<file path="src/hw/hri_consts.vh">
// Constants for the handler result interface
// Assumes a 250 MHz core clock and a 32-bit AXI4-Lite register port
`ifndef HRI_CONSTS_VH
`define HRI_CONSTS_VH
// ************
// Register map
// ************
`define HRI_ADDR_W 8
`define HRI_REG_CTRL 8'h00
`define HRI_REG_STATUS 8'h04
`define HRI_REG_IRQ_STAT 8'h08
`define HRI_REG_IRQ_MASK 8'h0c
`define HRI_REG_RESULT 8'h10
`define HRI_REG_CMD 8'h14
// ************
// Control fields
// ************
`define HRI_CTRL_MEASURE_START_IN_N 0
`define HRI_CTRL_CMP_EN 1
`define HRI_CTRL_CC_EN 2
`define HRI_CTRL_W 3
`define HRI_CTRL_RESET 3'h0
// ************
// Result fields (written by software over AXI4-Lite)
// ************
`define HRI_RES_PRI_LSB 0
`define HRI_RES_SEC_LSB 2
`define HRI_RES_NC 4
`define HRI_RES_W 5
`define HRI_VERD_IN 2'h0
`define HRI_VERD_HI 2'h1
`define HRI_VERD_LO 2'h2
// ************
// Command bits (write one to act)
// ************
`define HRI_CMD_ANALOG_DONE 0
`define HRI_CMD_MEAS_DONE 1
`define HRI_CMD_SW_TRIG 2
`define HRI_CMD_HALT_ERR 3
`define HRI_CMD_ALARM_SET 4
`define HRI_CMD_ALARM_CLR 5
// ************
// Event bits
// ************
`define HRI_EV_TRIG 0
`define HRI_EV_ANALOG 1
`define HRI_EV_DONE 2
`define HRI_EV_ALARM 3
`define HRI_EV_W 4
// ************
// Timing
// ************
`define HRI_TRIG_MIN_NS 1000
`define HRI_CLK_NS 4
`define HRI_TRIG_MIN_CYC ((`HRI_TRIG_MIN_NS + `HRI_CLK_NS - 1) / `HRI_CLK_NS)
`define HRI_RESP_OKAY 2'b00
`define HRI_RESP_SLVERR 2'b10
`endif

</file>
<file path="src/hw/hri_sync.v">
// Two-flop synchroniser for handler-side pins
// Assumes inputs are asynchronous to core_clk
`include "hri_consts.vh"
module hri_sync (
	input wire core_clk,
	input wire srst,
	input wire [1:0] async_in,
	output reg [1:0] sync_out
);
	reg [1:0] stage1;
	// Idle level of active-low pins is high
	always @(posedge core_clk) begin
		if (srst) begin
			stage1 <= 2'h3;
			sync_out <= 2'h3;
		end else begin
			stage1 <= async_in;
			sync_out <= stage1;
		end
	end
endmodule

</file>
<file path="src/hw/hri_top.v">
// Handler result interface: trigger and lockout inputs, active-low verdicts
// Assumes handler pins are asynchronous; software on AXI4-Lite feeds results
//
// Our own choices: the register addresses and register access over AXI4-Lite.
`include "hri_consts.vh"
// How it works
// External mode starts measurement on trigger rise
// Handler holds trigger beyond one microsecond
// Lockout input disables all front-panel keys
// All handler outputs are low when asserted
// Primary verdict output matches primary result
// Secondary verdict output matches secondary result
// No-contact asserted when contact check fails
// Alarm on power failure or listed errors
// Analog-done asserted when analog phase finishes
// Handler reads results only after end
// End strobe only after verdicts valid; here the end strobe and verdicts both follow meas_done in the same cycle
// Verdicts and strobes driven only with comparator
// No-contact needs comparator and contact check
// Halted device ignores further triggers
// Halted device freezes verdict and strobe outputs
// Contact failure still completes normal sequence
// Handler lockout covers toggle key too
// At most one verdict per parameter
// New trigger clears analog-done and end strobes
module hri_top (
	input wire core_clk,
	input wire srst,
	input wire measure_start_in_n,
	input wire key_lock_in_n,
	input wire power_fail,
	input wire [`HRI_ADDR_W-1:0] s_axi_awaddr,
	input wire s_axi_awvalid,
	output reg s_axi_awready,
	input wire [31:0] s_axi_wdata,
	input wire [3:0] s_axi_wstrb,
	input wire s_axi_wvalid,
	output reg s_axi_wready,
	output reg [1:0] s_axi_bresp,
	output reg s_axi_bvalid,
	input wire s_axi_bready,
	input wire [`HRI_ADDR_W-1:0] s_axi_araddr,
	input wire s_axi_arvalid,
	output reg s_axi_arready,
	output reg [31:0] s_axi_rdata,
	output reg [1:0] s_axi_rresp,
	output reg s_axi_rvalid,
	input wire s_axi_rready,
	output reg primary_above_limit_n,
	output reg primary_within_limit_n,
	output reg primary_below_limit_n,
	output reg secondary_above_limit_n,
	output reg secondary_within_limit_n,
	output reg secondary_below_limit_n,
	output reg no_contact_n,
	output reg alarm_n,
	output reg analog_done_n,
	output reg result_valid_n,
	output reg keys_locked,
	output reg measure_start,
	output reg irq
);
	// ************
	// Pin synchronisers
	// ************
	wire [1:0] pins_sync;
	hri_sync u_sync (
		.core_clk(core_clk),
		.srst(srst),
		.async_in({key_lock_in_n, measure_start_in_n}),
		.sync_out(pins_sync)
	);
	wire trig_n_s = pins_sync[0];
	wire lock_n_s = pins_sync[1];

	reg trig_prev_n;
	reg [`HRI_CTRL_W-1:0] ctrl;
	reg [`HRI_RES_W-1:0] result;
	reg [`HRI_EV_W-1:0] irq_stat;
	reg [`HRI_EV_W-1:0] irq_mask;
	reg halted;
	reg err_alarm;
	reg busy;
	reg analog_phase_done;
	reg meas_done;

	// Verdict decode, shared by both parameters
	function [2:0] verd_n;
		input [1:0] code;
		begin
			verd_n = 3'h7;
			// Bit order is above, within, below
			if (code == `HRI_VERD_HI)
				verd_n = 3'h3;
			else if (code == `HRI_VERD_IN)
				verd_n = 3'h5;
			else if (code == `HRI_VERD_LO)
				verd_n = 3'h6;
		end
	endfunction

	// ************
	// Bus write decode
	// ************
	reg [`HRI_ADDR_W-1:0] aw_hold;
	reg [31:0] w_hold;
	reg aw_have;
	reg w_have;
	wire aw_take = s_axi_awvalid & s_axi_awready;
	wire w_take = s_axi_wvalid & s_axi_wready;
	wire [`HRI_ADDR_W-1:0] wr_addr = aw_take ? s_axi_awaddr : aw_hold;
	wire [31:0] wr_data = w_take ? s_axi_wdata : w_hold;
	wire wr_fire = (aw_have | aw_take) & (w_have | w_take) & ~s_axi_bvalid;
	wire wr_ctrl = wr_fire & (wr_addr == `HRI_REG_CTRL);
	wire wr_mask = wr_fire & (wr_addr == `HRI_REG_IRQ_MASK);
	wire wr_res = wr_fire & (wr_addr == `HRI_REG_RESULT);
	wire wr_cmd = wr_fire & (wr_addr == `HRI_REG_CMD);
	wire wr_known = (wr_addr == `HRI_REG_CTRL) | (wr_addr == `HRI_REG_STATUS) |
		(wr_addr == `HRI_REG_IRQ_STAT) | (wr_addr == `HRI_REG_IRQ_MASK) |
		(wr_addr == `HRI_REG_RESULT) | (wr_addr == `HRI_REG_CMD);
	wire [31:0] cmd = wr_cmd ? wr_data : 32'h0;

	always @(posedge core_clk) begin
		if (srst) begin
			s_axi_awready <= 1'b1;
			s_axi_wready <= 1'b1;
			s_axi_bvalid <= 1'b0;
			s_axi_bresp <= `HRI_RESP_OKAY;
			aw_have <= 1'b0;
			w_have <= 1'b0;
			aw_hold <= {`HRI_ADDR_W{1'b0}};
			w_hold <= 32'h0;
		end else begin
			if (aw_take) begin
				aw_hold <= s_axi_awaddr;
			end
			if (w_take) begin
				w_hold <= s_axi_wdata;
			end
			if (wr_fire) begin
				aw_have <= 1'b0;
				w_have <= 1'b0;
				s_axi_awready <= 1'b0;
				s_axi_wready <= 1'b0;
				s_axi_bvalid <= 1'b1;
				s_axi_bresp <= wr_known ? `HRI_RESP_OKAY : `HRI_RESP_SLVERR;
			end else begin
				if (aw_take) begin
					aw_have <= 1'b1;
					s_axi_awready <= 1'b0;
				end
				if (w_take) begin
					w_have <= 1'b1;
					s_axi_wready <= 1'b0;
				end
				if (s_axi_bvalid & s_axi_bready) begin
					s_axi_bvalid <= 1'b0;
					s_axi_awready <= 1'b1;
					s_axi_wready <= 1'b1;
				end
			end
		end
	end

	// ************
	// Measurement sequencing
	// ************
	wire ext_edge = trig_n_s & ~trig_prev_n;
	wire trig_ok = ~halted &
		((ctrl[`HRI_CTRL_MEASURE_START_IN_N] & ext_edge) |
		(~ctrl[`HRI_CTRL_MEASURE_START_IN_N] & cmd[`HRI_CMD_SW_TRIG]));
	wire analog_ev = busy & ~analog_phase_done & cmd[`HRI_CMD_ANALOG_DONE];
	// Done implies analog done, so a lone done command covers both stages
	wire done_ev = busy & cmd[`HRI_CMD_MEAS_DONE];
	wire alarm_now = power_fail | err_alarm;
	wire alarm_rise = alarm_now & alarm_n;
	wire [`HRI_EV_W-1:0] events = {alarm_rise, done_ev, analog_ev | done_ev, trig_ok};
	wire rd_stat = s_axi_arvalid & s_axi_arready & (s_axi_araddr == `HRI_REG_IRQ_STAT);
	wire cmp_on = ctrl[`HRI_CTRL_CMP_EN];
	wire [2:0] pri_n = verd_n(result[`HRI_RES_PRI_LSB +: 2]);
	wire [2:0] sec_n = verd_n(result[`HRI_RES_SEC_LSB +: 2]);

	always @(posedge core_clk) begin
		if (srst) begin
			trig_prev_n <= 1'b1;
			ctrl <= `HRI_CTRL_RESET;
			result <= {`HRI_RES_W{1'b0}};
			irq_mask <= {`HRI_EV_W{1'b0}};
			irq_stat <= {`HRI_EV_W{1'b0}};
			halted <= 1'b0;
			err_alarm <= 1'b0;
			busy <= 1'b0;
			analog_phase_done <= 1'b0;
			meas_done <= 1'b0;
			measure_start <= 1'b0;
			irq <= 1'b0;
		end else begin
			trig_prev_n <= trig_n_s;
			measure_start <= trig_ok;
			if (wr_ctrl) begin
				ctrl <= wr_data[`HRI_CTRL_W-1:0];
			end
			if (wr_mask) begin
				irq_mask <= wr_data[`HRI_EV_W-1:0];
			end
			// Results frozen once halted
			if (wr_res & ~halted) begin
				result <= wr_data[`HRI_RES_W-1:0];
			end
			if (cmd[`HRI_CMD_HALT_ERR]) begin
				halted <= 1'b1;
				err_alarm <= 1'b1;
			end
			if (cmd[`HRI_CMD_ALARM_SET]) begin
				err_alarm <= 1'b1;
			end else if (cmd[`HRI_CMD_ALARM_CLR] & ~cmd[`HRI_CMD_HALT_ERR]) begin
				err_alarm <= 1'b0;
			end
			if (trig_ok) begin
				busy <= 1'b1;
				analog_phase_done <= 1'b0;
				meas_done <= 1'b0;
			end else if (~halted) begin
				if (analog_ev | done_ev) begin
					analog_phase_done <= 1'b1;
				end
				if (done_ev) begin
					meas_done <= 1'b1;
					busy <= 1'b0;
				end
			end
			// Set wins over the read clear
			irq_stat <= (rd_stat ? {`HRI_EV_W{1'b0}} : irq_stat) | events;
			irq <= |(((rd_stat ? {`HRI_EV_W{1'b0}} : irq_stat) | events) & irq_mask);
		end
	end

	// ************
	// Handler outputs, active low, plus the active-high key lock
	// ************
	always @(posedge core_clk) begin
		if (srst) begin
			{primary_above_limit_n, primary_within_limit_n, primary_below_limit_n} <= 3'h7;
			{secondary_above_limit_n, secondary_within_limit_n, secondary_below_limit_n} <= 3'h7;
			no_contact_n <= 1'b1;
			alarm_n <= 1'b1;
			analog_done_n <= 1'b1;
			result_valid_n <= 1'b1;
			keys_locked <= 1'b0;
		end else begin
			alarm_n <= ~alarm_now;
			// Only the handler pin sets this lock; the pin or reset releases it
			keys_locked <= ~lock_n_s;
			if (~halted) begin
				if (cmp_on) begin
					// Verdicts only shown once the full measurement is valid
					{primary_above_limit_n, primary_within_limit_n, primary_below_limit_n} <=
						meas_done ? pri_n : 3'h7;
					{secondary_above_limit_n, secondary_within_limit_n, secondary_below_limit_n} <=
						meas_done ? sec_n : 3'h7;
					// Contact failure uses the same strobe path
					no_contact_n <= ~(meas_done & ctrl[`HRI_CTRL_CC_EN] &
						result[`HRI_RES_NC]);
					analog_done_n <= ~analog_phase_done;
					result_valid_n <= ~meas_done;
				end else begin
					{primary_above_limit_n, primary_within_limit_n, primary_below_limit_n} <= 3'h7;
					{secondary_above_limit_n, secondary_within_limit_n, secondary_below_limit_n} <= 3'h7;
					no_contact_n <= 1'b1;
					analog_done_n <= 1'b1;
					result_valid_n <= 1'b1;
				end
			end
		end
	end

	// ************
	// Bus read path
	// ************
	always @(posedge core_clk) begin
		if (srst) begin
			s_axi_arready <= 1'b1;
			s_axi_rvalid <= 1'b0;
			s_axi_rdata <= 32'h0;
			s_axi_rresp <= `HRI_RESP_OKAY;
		end else if (s_axi_arvalid & s_axi_arready) begin
			s_axi_arready <= 1'b0;
			s_axi_rvalid <= 1'b1;
			s_axi_rresp <= `HRI_RESP_OKAY;
			if (s_axi_araddr == `HRI_REG_CTRL) begin
				s_axi_rdata <= {29'h0, ctrl};
			end else if (s_axi_araddr == `HRI_REG_STATUS) begin
				s_axi_rdata <= {25'h0, keys_locked, alarm_now, halted, meas_done,
					analog_phase_done, busy, ~trig_n_s};
			end else if (s_axi_araddr == `HRI_REG_IRQ_STAT) begin
				s_axi_rdata <= {28'h0, irq_stat};
			end else if (s_axi_araddr == `HRI_REG_IRQ_MASK) begin
				s_axi_rdata <= {28'h0, irq_mask};
			end else if (s_axi_araddr == `HRI_REG_RESULT) begin
				s_axi_rdata <= {27'h0, result};
			end else if (s_axi_araddr == `HRI_REG_CMD) begin
				s_axi_rdata <= 32'h0;
			end else begin
				s_axi_rdata <= 32'h0;
				s_axi_rresp <= `HRI_RESP_SLVERR;
			end
		end else if (s_axi_rvalid & s_axi_rready) begin
			s_axi_rvalid <= 1'b0;
			s_axi_arready <= 1'b1;
		end
	end
endmodule

</file>
<file path="config.mk">
export PLATFORM = sky130hd
export DESIGN_NAME = hri_top
export DESIGN_NICKNAME = d
export VERILOG_FILES = /design/src/hw/hri_sync.v /design/src/hw/hri_top.v
export VERILOG_INCLUDE_DIRS = /design/src /design/src/hw
export SDC_FILE = /design/constraint.sdc
export NUM_CORES = 1
export LEC_CHECK = 0
export ABC_AREA = 1
export CAP_MARGIN = 20
export CORE_MARGIN = 8
export CORE_UTILIZATION = 40
export DETAILED_ROUTE_END_ITERATION = 8
export DONT_BUFFER_PORTS = 1
export HOLD_SLACK_MARGIN = 0.08
export PLACE_DENSITY = 0.5
export SETUP_SLACK_MARGIN = 0.02
export SLEW_MARGIN = 25
export SYNTH_ARGS = -nofsm -noshare
export SYNTH_HDL_FRONTEND = slang
export SYNTH_SLANG_ARGS = --single-unit
export TNS_END_PERCENT = 1
</file>
<file path="constraint.sdc">
create_clock -name core_clk -period 4.1 [get_ports core_clk]
set_clock_uncertainty 0.2 [all_clocks]
set_input_delay 0.82 -clock core_clk [delete_from_list [all_inputs] [get_ports core_clk]]
set_output_delay 0.82 -clock core_clk [all_outputs]
set_load 0.05 [all_outputs]
</file>
==> results of run 1 <==
-- state kept, by name, indices dropped and copies added (netlist names), 2 cells and up --
name / count
aw_hold: 8
ctrl: 3
irq_mask: 4
irq_stat: 4
result: 5
s_axi_rdata: 7
u_sync.stage1: 2
u_sync.sync_out: 2
w_hold: 6
-- logic make-up after synthesis --
logic type / count (synthesis)
flops: 69
other cells: 1
simple gates: 201
mux: 1
compound gates: 64
buf+inv: 89
-- area by class of cell --
| cell class | instances | area [um^2] | area share [%] |
|---|---|---|---|
| multi-input combinational | 293 | 1490 | 43.9 |
| sequential | 69 | 1380 | 40.6 |
| inverter | 52 | 195 | 5.73 |
| clock buffer | 13 | 169 | 4.96 |
| tap | 102 | 128 | 3.75 |
| clock inverter | 1 | 30.0 | 0.882 |
| timing repair buffer | 1 | 7.51 | 0.221 |
-- metal layers --
layer | vias to the layer above | wire length [um] | track usage [%]
li1 | 1308 | - | -
met1 | 1178 | 3560 | 17.8
met2 | 76 | 3360 | 21.4
met3 | 10 | 691 | 4.99
met4 | 0 | 121 | 6.03
met5 | - | 0 | 0
-- path summary, 6_finish.rpt --
kind / slack (ns) / depth (start not counted) / to
hold reg to reg: 0.18 / 1 / keys_locked
setup / recovery: 1.59 / 10 / irq
hold / removal: 0.18 / 1 / keys_locked
setup reg to reg: 1.59 / 10 / irq
-- power groups by stage --
stage / Clock, mW / Combinational (mW) / Sequential [mW]
detailed placement: 0 / 0.259 / 0.777
global placement: 0 / 0.255 / 0.776
finish: 0.568 / 0.258 / 0.761
global route: 0.612 / 0.288 / 0.765
floorplan: 0 / 0.239 / 0.780
CTS: 0.585 / 0.260 / 0.762
-- metrics by stage --
| stage | worst slack (ns) | utilization (%) | cell area, um^2 | hold slack (ns) | power, mW |
|---|---|---|---|---|---|
| after floorplan | 1.86 | - | 3320 | 0.163 | 1.02 |
| after global placement | 1.57 | 41.3 | 3210 | 0.165 | 1.03 |
| after detailed placement | 1.58 | 41.3 | 3210 | 0.166 | 1.04 |
| after CTS | 1.56 | 43.8 | 3400 | 0.177 | 1.61 |
| after global routing | 1.33 | 43.8 | 3400 | 0.193 | 1.67 |
| final | 1.59 | 43.8 | 3400 | 0.175 | 1.59 |
-- cells in the final DEF (no fill, tap or decap) --
cell type	count
a211o_1	1
a211oi_2	2
a21oi_1	29
a21oi_2	3
a31oi_1	1
and3_1	3
buf_4	1
bufinv_16	1
clkbuf_1	1
clkbuf_8	12
conb_1	27
dfxtp_1	69
inv_1	50
inv_2	2
mux2i_1	1
nand2_1	86
nand2_2	5
nand2_4	3
nand3_1	34
nand3_2	4
nand3b_1	2
nand3b_4	1
nand4_1	7
nor2_1	38
nor2_2	2
nor2_4	5
nor2_8	2
nor3_1	1
nor4_1	2
o21ai_0	12
o21ai_1	12
o21ai_4	2
o311ai_0	1
o31ai_1	1
or2_2	6
-- critical path: cells and delay by family (launching register included) --
kind / cells / cell delay (ns)
simple gates: 10 / 1.58
flops: 1 / 0.68
==> impl_metrics.yaml, run 1 <==
sta:
  tns_ns: 0
  setup_viol: 0
  post-route-min-period_ns: 2.51
  hold_viol: 0
  fin_crit_sh_pct: 61.2
  drv_slew: 0
  slew_headroom_pct: 49.7
  rsz0062_at_grt: "false"
  max_freq_ghz: 0.398
  worst_pin_slew_ns: 0.747
worst_setup_path:
  critPathLaunch: "s_axi_wready"
  required_ns: 4.19
  cp-end-kind: "flop"
  crit_type: "flop to flop"
  cp_slowest_cell: "dfxtp_1"
  cp_cell_sequence: "nand2_1, nand2_1, nand3b_4, nor2_4, nand4_1, nand2_1, nand2_1, nand2_1, nand3_1, nand2_1"
  cp_common_cell: "nand2_1"
  startpoint_type: "flop"
  arrival_ns: 2.60
  cp_max_fo: 10
  r2r_start: "s_axi_wready"
  critPathMaxStageDelay_ns: 0.68
cts:
  clock_latency_ns: 0.35
  cts_setup_buffers: 0
  cts-root-buf: "clkbuf_8"
  cts-buffers-inserted: 9
  cts_resized: 0
  cts_tree: "built"
  cts_hold_buffers: 0
  clk_pin_slew_ns: 0.07
  htree_levels: 3
  clockBufferDepth: 2
  cts.sinks: 69
global_route:
  grt_max_degree: 41
  grt_pass1_wl_um: 12700
  grt_antenna_before_repair: 0
  track_usage_pct: 14.2
  first_global_vias: 2540
  overflow: 0
synthesis:
  muxShareOfSynthArea_pct: 0.311
  async_reset_ff_share_pct: 0
  yosysWarnings: 0
  synthTopCellsByArea: "dfxtp_1 (43%), nand2_1 (10%), buf_4 (6.3%)"
  ys_ff_latch: 69
  yosys-top-cells-count: "nand2_1 (86), dfxtp_1 (69), inv_1 (50)"
  ys_types: 35
  synth_top_family_by_area: "simple AND/OR/NAND/NOR gates"
  syn_area_mm2: 0.00322
  synth_top_area_cell: "dfxtp_1"
  synth_top_area_share_pct: 42.9
  netlist_instances: 425
  synth_area_per_cell_um2: 7.58
  synth_compound_area_share_pct: 11.8
  synthXorXnorAreaFrac_pct: 0
  yosysMostFrequentCell: "nand2_1"
  synth_edf_count: 0
  synth_simple_gate_area_share_pct: 31.1
  synth-adder-area-share_pct: 0
  yosysSeqAreaShare_pct: 42.9
  synth_flop_cell: "dfxtp_1"
final_layout:
  stdcell_count: 531
  syn2layout_area_growth_pct: 5.67
  fillers: 835
  drive_above_1_share_pct: 11.9
  diodes: 0
  nNetsFinal: 488
power:
  clockPowerShare_pct: 35.8
  powerDensity_mw_per_mm2: 466
  power_frac_seq_pct: 48.0
  ir_drop_v: 0.000232
  power.leakage_nw: 1.54
  power_switching_mw: 0.496
  switching_share_pct: 31.2
  p_int_mw: 1.09
  p_comb_share_pct: 16.3
floorplanning:
  io_pins: 116
  initial_core_util_pct: 41.5
  dieHeight_um: 106
  rows: 32
  fp.dieW_um: 106
  die_area_mm2: 0.0112
  core_mm2: 0.00777
drt:
  ant_nets: 0
  routed_via_density: 4.84
  drc: 0
  wire_per_inst_um: 14.6
  drt_pass1_iterations: 4
  dr.first_iter.drc_count: 131
  totalWireLength_um: 7730
  via_count: 2572
place:
  dp_cells: 517
  dp_hpwl_um: 5790
  place_congestion: 0.774
  io_buffer_count: 0
job:
  timing.max_cap.violations: 0
hold_path:
  hold_class: "flop to flop"
  worstHoldStart: "u_sync.sync_out[1]"
run_status:
  outcome: "completed"
No activity file was read; power rests on OpenSTA's default activity.
==> run 2, diff against run 1 <==
==> constraint.sdc (replaced) <==
create_clock -name core_clk -period 2.5 [get_ports core_clk]
set_clock_uncertainty 0.2 [all_clocks]
set_input_delay 0.5 -clock core_clk [delete_from_list [all_inputs] [get_ports core_clk]]
set_output_delay 0.5 -clock core_clk [all_outputs]
set_load 0.05 [all_outputs]
==> run 2 against run 1 <==
Power is 81% higher. Sequential cell count unchanged. Maximum frequency is 15% higher. First-iteration DRC count is 6.9% lower. Highest routed layer unchanged. Via count grew 1.6%. Critical endpoint is now result[3]. Critical path depth shrank 1. Routed wire length grew 0.34%.
==> impl_metrics.yaml, run 2 (synthesis results as in run 1) <==
drt:
  via_count: 2614
  wire_per_inst_um: 14.3
  drc: 0
  drt_pass1_iterations: 4
  ant_nets: 0
  totalWireLength_um: 7750
  routed_via_density: 4.81
  dr.first_iter.drc_count: 122
hold_path:
  hold_class: "input port to flop"
  min_path_cells: 3
  hold_path_end: "s_axi_rdata[2]"
  worstHoldStart: "srst"
floorplanning:
  core_mm2: 0.00777
  fp.dieW_um: 106
  die_area_mm2: 0.0112
  rows: 32
  dieHeight_um: 106
  initial_core_util_pct: 41.5
  io_pins: 116
worst_setup_path:
  required_ns: 2.53
  arrival_ns: 2.22
  cp.buffers_inverters: 1
  cp-end-kind: "flop"
  cp_cell_sequence: "nand2_2, o21ai_1, nand2_4, nor2_8, nand2_4, nor2_8, inv_2, o21ai_1, a21oi_1"
  startpoint_type: "flop"
  r2r_slack_ns: 0.31
  critPathMaxStageDelay_ns: 0.47
  cp.depth: 9
  cp_max_fo: 13
  crit_type: "flop to flop"
  r2r_cells: 9
  r2r_start: "s_axi_awready"
  r2r_end: "result[3]"
  critPathTopFamily: "simple AND/OR/NAND/NOR gates"
  cp_slowest_cell: "dfxtp_1"
global_route:
  track_usage_pct: 14.0
  top_usage_layer: "met2"
  grt_max_degree: 35
  grt.met2_usage_pct: 20.5
  grt_pass1_wl_um: 12600
  overflow: 0
  met1_usage_pct: 18.4
  grt_antenna_before_repair: 0
  first_global_vias: 2434
  grt_util_met3_pct: 5.72
sta:
  setup_viol: 0
  tns_ns: 0
  slew_headroom_pct: 63.7
  hold_viol: 0
  rsz0062_at_grt: "false"
  drv_slew: 0
  post-route-min-period_ns: 2.19
  worst_pin_slew_ns: 0.544
  max_freq_ghz: 0.457
  fin_crit_sh_pct: 87.5
final_layout:
  reg_top3: "aw_hold: 8 flops, s_axi_rdata: 7 flops, w_hold: 6 flops"
  regArea_mm2: 0.00138
  largest_reg_flops: 8
  final_common_cell: "nand2_1"
  diodes: 0
  drive_above_1_share_pct: 14.3
  final_cell_mix: "nand2_1 (86), dfxtp_1 (69), inv_1 (50), nor2_1 (38), nand3_1 (34)"
  nNetsFinal: 499
  final_core_util_pct: 45.9
  multi_input_area_mm2: 0.00149
  syn2layout_area_growth_pct: 10.7
  top_register: "aw_hold"
  fillers: 816
power:
  p_comb_share_pct: 16.6
  clockPowerShare_pct: 40.9
  power_frac_seq_pct: 42.5
  p_int_mw: 2.03
  power_switching_mw: 0.840
  ir_drop_v: 0.000285
  switching_share_pct: 29.2
  power.leakage_nw: 1.62
  powerDensity_mw_per_mm2: 806
cts:
  clk_pin_slew_ns: 0.07
  cts-root-buf: "clkbuf_8"
  clock_latency_ns: 0.34
  cts_resized: 0
  cts.sinks: 69
  cts_tree: "built"
  htree_levels: 3
  cts-buffers-inserted: 9
  clockBufferDepth: 2
place:
  dp_hpwl_um: 5760
  place_congestion: 0.759
  io_buffer_count: 0
run_status:
  outcome: "completed"
job:
  timing.max_cap.violations: 0
-- run 2: timing repair --
| action | 4_1_cts | 5_1_grt |
|---|---|---|
| buffers inserted | 0 | 0 |
| hold buffers | 3 | 0 |
| hold endpoints to repair | 34 | 0 |
-- run 2: layer usage --
| metal | wire (um) | vias up |
|---|---|---|
| met5 | 0 | - |
| li1 | - | 1334 |
| met2 | 3400 | 83 |
| met4 | 74 | 0 |
| met1 | 3510 | 1191 |
| met3 | 773 | 6 |
-- run 2: worst max path at each step --
stage / startpoint / to
after detailed placement: s_axi_awvalid / result[3]
after global placement: s_axi_awready / irq
after global routing: s_axi_awready / busy
after CTS: s_axi_awready / result[3]
final: s_axi_awready / result[3]
after floorplan: s_axi_awready / result[3]
-- run 2: through the flow --
stage / power [mW] / setup WS, ns / hold WS (ns) / cell area [um^2] / std cells
after floorplan: 1.67 / 0.319 / 0.163 / 3320 / 451
after global placement: 1.70 / 0.346 / 0.164 / 3270 / 525
after detailed placement: 1.71 / 0.311 / 0.166 / 3270 / 525
after CTS: 2.91 / 0.304 / 0.0859 / 3570 / 544
after global routing: 3.02 / 0.113 / 0.108 / 3570 / 544
final: 2.87 / 0.312 / 0.105 / 3570 / 544
-- run 2: power groups by stage --
stage	registers [mW]	logic [mW]	clock network, mW
final	1.22	0.478	1.17
after global routing	1.23	0.530	1.26
after CTS	1.22	0.482	1.21
after detailed placement	1.25	0.466	0
after global placement	1.25	0.458	0
after floorplan	1.28	0.392	0
-- run 2: area by class of cell --
type | count | share of cell area, %
repair buffers | 12 | 3.02
multi-input cells | 293 | 41.9
inverters | 52 | 5.47
well taps | 102 | 3.58
clock buffers | 9 | 3.47
clock inverters | 7 | 3.86
flip-flops and latches | 69 | 38.7
-- run 2: worst register-to-register path, cell delays in order, from the launching register on --
cell     delay (ns)
dfxtp_1        0.47
nand2_2        0.28
o21ai_1        0.33
nand2_4        0.12
nor2_8         0.16
nand2_4        0.08
nor2_8         0.22
inv_2          0.04
o21ai_1        0.12
a21oi_1        0.05
